===== config.mk =====
export PLATFORM = sky130hd
export DESIGN_NAME = icp_phase_seq
export DESIGN_NICKNAME = d
export VERILOG_FILES = /design/src/icp_phase_seq.v /design/src/icp_fetch_reg.v
export VERILOG_INCLUDE_DIRS = /design/src /design/src/src
export SDC_FILE = /design/constraint.sdc
export NUM_CORES = 1
export LEC_CHECK = 0
export ABC_AREA = 0
export BUFFER_PORTS_ARGS = -buffer_cell sky130_fd_sc_hd__buf_2
export CAP_MARGIN = 20
export CORE_MARGIN = 5
export CORE_UTILIZATION = 45
export CTS_CLUSTER_DIAMETER = 30
export CTS_CLUSTER_SIZE = 16
export DETAILED_ROUTE_END_ITERATION = 8
export PLACE_DENSITY = 0.69
export SYNTH_ARGS = -nofsm -noshare
export SYNTH_HDL_FRONTEND = slang
export SYNTH_SLANG_ARGS = --single-unit

===== constraint.sdc =====
create_clock -name clock_in -period 2.2 [get_ports clock_in]
set_clock_uncertainty 0.15 [all_clocks]
set_input_delay 0 -clock clock_in [delete_from_list [all_inputs] [get_ports clock_in]]
set_output_delay 0 -clock clock_in [all_outputs]
set_load 0.01 [all_outputs]

===== src/icp_consts.vh =====
// Constants of the instruction-cycle phase timing block.
// Included by the sequencer and its fetch register module.
`ifndef ICP_CONSTS_VH
`define ICP_CONSTS_VH
// Phase codes
`define ICP_PHASE_FETCH   2'h0
`define ICP_PHASE_EXEC1   2'h1
`define ICP_PHASE_EXEC2   2'h2
`define ICP_PHASE_EXEC3   2'h3
// Phases per instruction cycle
`define ICP_PHASES        4
// Start-up timer, in system clock periods
`define ICP_STARTUP_TSYS  1024
`define ICP_STARTUP_CYC   (`ICP_STARTUP_TSYS * 1)
// Widths and reset values
`define ICP_DATA_W        8
`define ICP_PC_W          11
`define ICP_INSTR_W       15
`define ICP_PC_RESET      11'h000
`define ICP_ACC_RESET     8'h00
`endif


===== src/icp_phase_seq.v =====
// Four-phase instruction-cycle sequencer with fetch/execute overlap.
// Assumes program memory answers combinationally within the fetch phase.
// Functional notes
// RULE1: Each instruction cycle is split into four non-overlapping phases, fetch then three execute phases.
// RULE2: At the start of the fetch phase the program counter advances and the next fetch begins; the code advances it at the end of fetch.
// RULE3: Decode and execute happen in the second, third and fourth phases.
// RULE4: One pass through the four phases is one instruction cycle of four clock periods.
// RULE5: Fetch of the next instruction overlaps execution of the current one.
// RULE6: A program counter changing instruction takes two cycles and discards the prefetched word.
// RULE7: In RC mode the phase sync pin carries the fetch phase, one high and three low clocks.
// RULE8: On wake from halt execution waits for a 1024-clock start-up count.
// RULE9: The datapath uses an eight-bit accumulator and ALU.
// RULE10: After reset the first cycle begins with the fetch phase.
// RULE11: While halted the sequencer stops and resumes at fetch after the start-up delay.
`timescale 1ns/1ps
`include "icp_consts.vh"
module icp_phase_seq #(
	parameter DATA_W      = `ICP_DATA_W,
	parameter PC_W        = `ICP_PC_W,
	parameter INSTR_W     = `ICP_INSTR_W,
	parameter STARTUP_CYC = `ICP_STARTUP_CYC
) (
	// Clock and reset
	input  wire               clock_in,
	input  wire               reset_n_in,
	// Options and control
	input  wire               rc_mode_in,
	input  wire               halt_req_in,
	input  wire               wake_in,
	// Program memory
	input  wire [INSTR_W-1:0] pmem_data_in,
	output reg  [PC_W-1:0]    pmem_addr_out,
	output reg                pmem_read_out,
	// Decoded instruction from core
	input  wire               branch_in,
	input  wire [PC_W-1:0]    branch_target_in,
	input  wire [2:0]         alu_op_in,
	input  wire [DATA_W-1:0]  alu_operand_in,
	// Phase outputs
	output reg                fetch_phase_out,
	output reg                execute_phases_out,
	output reg  [1:0]         phase_out,
	output reg                instr_done_out,
	output reg                halted_out,
	output reg  [INSTR_W-1:0] instr_out,
	output reg  [DATA_W-1:0]  acc_out,
	// Phase sync pin
	output reg                phase_sync_pin_out,
	output reg                phase_sync_pin_oe_out
);
	localparam ST_RUN  = 2'h0;
	localparam ST_HALT = 2'h1;
	localparam ST_WAKE = 2'h2;
	localparam CNT_W = 11;
	// Start-up count limit, cut to the counter width on purpose
	localparam [31:0]      WAKE_LAST_W = STARTUP_CYC - 1;
	localparam [CNT_W-1:0] WAKE_LAST   = WAKE_LAST_W[CNT_W-1:0];

	reg  [1:0]         state;
	reg  [1:0]         phase;
	reg  [PC_W-1:0]    pc;
	reg  [CNT_W-1:0]   wake_cnt;
	reg                branch_pend;
	reg  [PC_W-1:0]    target;
	reg  [DATA_W-1:0]  acc;
	reg  [1:0]         next_state;
	reg  [1:0]         next_phase;
	wire               running;
	wire               at_fetch;
	wire               next_fetch;
	wire               capture;
	wire               flush;
	wire [INSTR_W-1:0] held_word;
	wire               held_valid;

	// Eight-bit ALU
	function [DATA_W-1:0] alu;
		input [2:0]        op;
		input [DATA_W-1:0] a;
		input [DATA_W-1:0] b;
		begin
			case (op)
				3'h0: alu = a + b;
				3'h1: alu = a - b;
				3'h2: alu = a & b;
				3'h3: alu = a | b;
				3'h4: alu = a ^ b;
				3'h5: alu = ~a;
				3'h6: alu = {a[DATA_W-2:0], a[DATA_W-1]};
				default: alu = b;
			endcase
		end
	endfunction

	// Fetch decode, shared by the current and the next phase
	function fetch_next;
		input [1:0] st;
		input [1:0] ph;
		begin
			fetch_next = (st == ST_RUN) && (ph == `ICP_PHASE_FETCH);
		end
	endfunction

	assign running    = (state == ST_RUN);
	assign at_fetch   = fetch_next(state, phase);
	assign next_fetch = fetch_next(next_state, next_phase);
	// RULE5: prefetch during execution
	assign capture  = at_fetch;
	// RULE6: discard prefetched word
	assign flush    = running && (phase == `ICP_PHASE_EXEC3) && held_valid && branch_in && !branch_pend;

	icp_fetch_reg #(
		.INSTR_W (INSTR_W)
	) u_fetch (
		.clock_in   (clock_in),
		.reset_n_in (reset_n_in),
		.capture_in (capture),
		.flush_in   (flush | branch_pend),
		.word_in    (pmem_data_in),
		.word_out   (held_word),
		.valid_out  (held_valid)
	);

	// RULE8: halt and start-up state
	always @* begin
		next_state = state;
		case (state)
			// Halt waits for the instruction boundary; the instruction in hand still completes
			ST_RUN: begin
				if (halt_req_in && phase == `ICP_PHASE_EXEC3)
					next_state = ST_HALT;
			end
			ST_HALT: begin
				if (wake_in)
					next_state = ST_WAKE;
			end
			// Start-up count runs from the clock after the wake event
			ST_WAKE: begin
				if (wake_cnt == WAKE_LAST)
					next_state = ST_RUN;
			end
			default: next_state = ST_RUN;
		endcase
	end

	// RULE1: four phase rotation
	// RULE4: four clocks per cycle
	// RULE11: frozen while halted
	always @* begin
		next_phase = phase;
		if (!running || next_state != ST_RUN)
			next_phase = `ICP_PHASE_FETCH;
		else
			next_phase = phase + 2'h1;
	end

	always @(posedge clock_in) begin
		if (!reset_n_in) begin
			// RULE10: start at fetch
			// Parked in the last phase so the first edge after release enters fetch
			state       <= ST_RUN;
			phase       <= `ICP_PHASE_EXEC3;
			wake_cnt    <= {CNT_W{1'b0}};
			pc          <= `ICP_PC_RESET;
			branch_pend <= 1'b0;
			target      <= `ICP_PC_RESET;
			acc         <= `ICP_ACC_RESET;
		end else begin
			state <= next_state;
			phase <= next_phase;
			if (state == ST_WAKE)
				wake_cnt <= wake_cnt + 11'h001;
			else
				wake_cnt <= {CNT_W{1'b0}};
			// RULE2: advance program counter at fetch
			// The discarded fetch of a branch loads the target for the next cycle
			if (at_fetch)
				pc <= branch_pend ? target : pc + 1'b1;
			// RULE6: first cycle obtains target
			if (flush) begin
				branch_pend <= 1'b1;
				target      <= branch_target_in;
			end else if (at_fetch) begin
				branch_pend <= 1'b0;
			end
			// RULE3: execute in last phases
			// RULE9: eight-bit accumulator datapath
			if (running && phase == `ICP_PHASE_EXEC3 && held_valid && !branch_in)
				acc <= alu(alu_op_in, acc, alu_operand_in);
		end
	end

	// Registered outputs
	always @(posedge clock_in) begin
		if (!reset_n_in) begin
			pmem_addr_out         <= `ICP_PC_RESET;
			pmem_read_out         <= 1'b0;
			fetch_phase_out       <= 1'b0;
			execute_phases_out    <= 1'b0;
			phase_out             <= `ICP_PHASE_FETCH;
			instr_done_out        <= 1'b0;
			halted_out            <= 1'b0;
			instr_out             <= {INSTR_W{1'b0}};
			acc_out               <= `ICP_ACC_RESET;
			phase_sync_pin_out    <= 1'b0;
			phase_sync_pin_oe_out <= 1'b0;
		end else begin
			// Address follows the counter; a branch's dummy fetch reads the sequential word
			pmem_addr_out      <= pc;
			pmem_read_out      <= next_fetch;
			fetch_phase_out    <= next_fetch;
			execute_phases_out <= (next_state == ST_RUN) && (next_phase != `ICP_PHASE_FETCH);
			phase_out          <= next_phase;
			instr_done_out     <= running && phase == `ICP_PHASE_EXEC3 && held_valid && !branch_in;
			halted_out         <= (next_state != ST_RUN);
			instr_out          <= held_word;
			acc_out            <= acc;
			// RULE7: fetch phase on sync pin
			phase_sync_pin_out    <= rc_mode_in && next_fetch;
			phase_sync_pin_oe_out <= rc_mode_in;
		end
	end
endmodule // icp_phase_seq


===== src/icp_fetch_reg.v =====
// Instruction fetch register: captures the fetched word and can flush it.
// Assumes program memory data are valid when the capture strobe is high.
`timescale 1ns/1ps
`include "icp_consts.vh"
module icp_fetch_reg #(
	parameter INSTR_W = `ICP_INSTR_W
) (
	// Clock and reset
	input  wire               clock_in,
	input  wire               reset_n_in,
	// Capture and flush
	input  wire               capture_in,
	input  wire               flush_in,
	input  wire [INSTR_W-1:0] word_in,
	// Held word
	output reg  [INSTR_W-1:0] word_out,
	output reg                valid_out
);
	always @(posedge clock_in) begin
		if (!reset_n_in) begin
			word_out  <= {INSTR_W{1'b0}};
			valid_out <= 1'b0;
		end else if (capture_in) begin
			word_out  <= word_in;
			valid_out <= ~flush_in;
		end else if (flush_in) begin
			valid_out <= 1'b0;
		end
	end
endmodule // icp_fetch_reg


==> summary.txt <==
Outcome
  • Status: finished, final reports clean

Finish
  • Area grow syn2layout: 28.3%
  • Final nets: between 700 and 800
  • Fraction of layout cells with a size suffix above 1: around 22%
  • Filler instances: 915

Timing
  • Pins Over Slew Limit: 0
  • Final Hold Fails: 0
  • Maximum clock rate: 467 MHz
  • Slew headroom: between 60% and 70%
  • # setup viols final: 0
  • Worst Setup Slack, final: 0.0578 ns
  • Worst slew pin tran: roughly 0.46 ns
  • Final cycle utilization of the critical path: a little over nine tenths
  • RSZ-0062 raised after global routing: yes
  • Tmin final: 2.14 ns

Global routing
  • First-pass GRT wire length: ~20000 microns
  • Vias in the first global route: roughly 4200
  • Total GRT Usage: between 10% and 20%
  • Initial antenna violation count: 0
  • Total grt overflow: 0
  • Pin count of the biggest net entering global routing: between 40 and 50

Setup path
  • Crit-path leading delay family: adder cells
  • Worst path slowest cell: fa_2
  • WP buf/inv: 1
  • Startpoint Class: register
  • Crit-path max cell delay: between 0.4 and 0.5 ns
  • Crit Path Max Fanout: 2
  • Critical path required time: approximately 2.4 ns
  • WP data arrival: between 2 and 2.5 ns
  • CP Class: register to register
  • Crit end category: register
  • Critical path, cell by cell: inv_2 -> ha_4 -> fa_2 -> nor2b_4 -> o21a_1 -> o21ai_2 -> or4_1 -> a31oi_1

CTS
  • Number of H-tree levels: 3
  • Clk slew on worst S/H paths: around 0.11 ns
  • CTS root buf: clkbuf_8
  • Clock latency on the worst-skew pair: between 0.3 and 0.4 ns
  • TritonCTS clock tree: done
  • Clock tree buffer depth: 2
  • Clock sink total: about 100
  • CTS Buf Count: 9

Die
  • Die span in y: approximately 110 microns
  • DIE AREA: around 0.013 sq mm
  • Core area: between 0.01 and 0.015 sq mm
  • IO Pins: 86
  • Chip Width: around 110 microns
  • Initial core utilization: between 40% and 50%
  • Floorplan row count: 37

Hold path
  • Min-delay worst type: input port to register

Power and ir drop
  • Pwr/cell area: ~640 mW/mm^2
  • Max VDD drop: about 0.36 mV
  • Pwr Total: a little under 4 mW
  • Leak: 2.80 nW

Synthesis
  • Yosys cell types: 60
  • Cells after Synth: between 500 and 600
  • Post-Syn Area: 0.00484 sq mm
  • Synth area leader: dfxtp_1
  • Most common cell in the netlist: dfxtp_1
  • Ys async rst share: 0%
  • Syn Area/Cell: 8.70 sq um
  • Yosys top cell area share: between 40% and 50%
  • Syn_nets: 628
  • Sequential share of the synthesized area: 43.0%
  • Yosys reg bits: 104
  • Post-synth EDFFs: 0
  • Warnings from Yosys: 0
  • Top cells by area, synth: dfxtp_1, nor2_1, ha_1, and2_1, mux2i_1
  • Ys flop type: dfxtp_1
  • Most instantiated cells after synthesis: dfxtp_1, nor2_1, nand2_1

Placement
  • Detail Placement HPWL: about 8700 microns
  • Gp weighted congestion: just over 0.9
  • Port bufs: 85
  • Place WS: -0.139 ns

Detailed routing
  • Vias after detailed routing: about 4300
  • Via density per instance: around 5.2
  • 1st-pass router iterations: 5
  • WL/cell: 14.4 microns
  • Antenna-violating nets left: 0
  • Residual DRC: 0
  • Final WL: roughly 12000 microns
  • Initial DRC Count: 338

Job
  • Maxcap violations: 0
metal layers:
metal	GRT usage [%]	vias up	wire length, microns
met2	31.7	134	5740
li1	-	2196	-
met1	24.5	1988	5490
met4	5.93	0	178
met3	4.56	17	719
met5	0	-	0
flip-flops by register name, indices dropped and copies added (netlist names), 8 cells and up:
register and cells:
instr_out 15, u_fetch.word_out 15, pc 11, pmem_addr_out 11
target 11, wake_cnt 11, acc 8, acc_out 8
timing repair:
item	in CTS	in global routing
hold buffers	39	0
endpoints found under the setup margin	1	2
hold endpoints to repair	53	0
resized for setup	2	9
pin swaps	0	3
buffers inserted	1	1
cell usage in the layout, fill, tap and decap left out, types with 7 or more instances in the layout:
cell	Yosys	final
nor2b_1	13	12
a21oi_1	21	20
clkbuf_8	0	9
dfxtp_1	104	103
buf_2	12	85
inv_1	27	26
and2_1	29	29
o21ai_0	30	29
o21a_1	7	7
nor3_1	7	7
nand3_1	9	9
buf_4	2	35
ha_1	28	27
xnor2_1	12	12
mux2i_1	18	18
nor2_1	98	98
dlygate4sd3_1	0	39
a22oi_1	7	7
nand2_1	33	33
cell type report:
cell class,instances,area [sq um],share of cell area [%]
multi-input cells,395,2550,41.1
flip-flops and latches,104,2080,33.6
repair buffers,159,1080,17.4
well taps,136,170,2.74
clock buffers,9,124,2.00
inverters,28,105,1.69
clock inverters,7,95.1,1.53
diodes,1,2.50,0.0403
final timing paths:
| path | start | to | slack, ns | cells past startpoint |
|---|---|---|---|---|
| worst max-delay path | acc[0]$_SDFFE_PN0P_ | acc[6]$_SDFFE_PN0P_ | 0.06 | 8 |
| worst min-delay path | alu_operand_in[3] | acc[3]$_SDFFE_PN0P_ | 0.07 | 4 |
| worst max register to register | acc[0]$_SDFFE_PN0P_ | acc[6]$_SDFFE_PN0P_ | 0.06 | 8 |
| worst min register to register | phase[0]$_SDFF_PN1_ | phase_out[0]$_SDFF_PN0_ | 0.30 | 1 |
tightest hold or removal path: cells and delay by family:
kind                   cells  cell delay, ns
AO/OA/AOI/OAI              1            0.18
buffers and inverters      1            0.17
AND/OR/NAND/NOR            2            0.21
kinds of logic after synthesis:
family,count (synthesis),share of synthesized area [%]
fa+ha+maj,29,7.65
compound gates,110,15.1
xor+xnor,18,3.26
buf+inv,57,5.04
mux,21,4.42
flops,104,43.0
simple gates,217,21.5
power breakdown:
part	switching, mW	internal (mW)
sequential	0.0561	1.98
clock	0.727	0.560
combinational	0.339	0.316
total	1.12	2.86
metrics by stage:
| stage | area [sq um] | cells | utilization [%] | TNS, ns | hold slack, ns |
|---|---|---|---|---|---|
| finish | 6210 | 839 | 59.6 | 0 | 0.0749 |
| global route | 6210 | 838 | 59.6 | -0.0573 | 0.0918 |
| CTS | 6160 | 837 | 59.2 | 0 | 0.0205 |
| detailed placement | 5540 | 781 | 53.2 | -0.276 | 0.0672 |
| global placement | 5540 | 781 | 53.2 | -0.0474 | 0.0598 |
| floorplan | 4840 | 556 | - | 0 | -0.0293 |
Note: power is estimated with default switching activity, not from simulation.
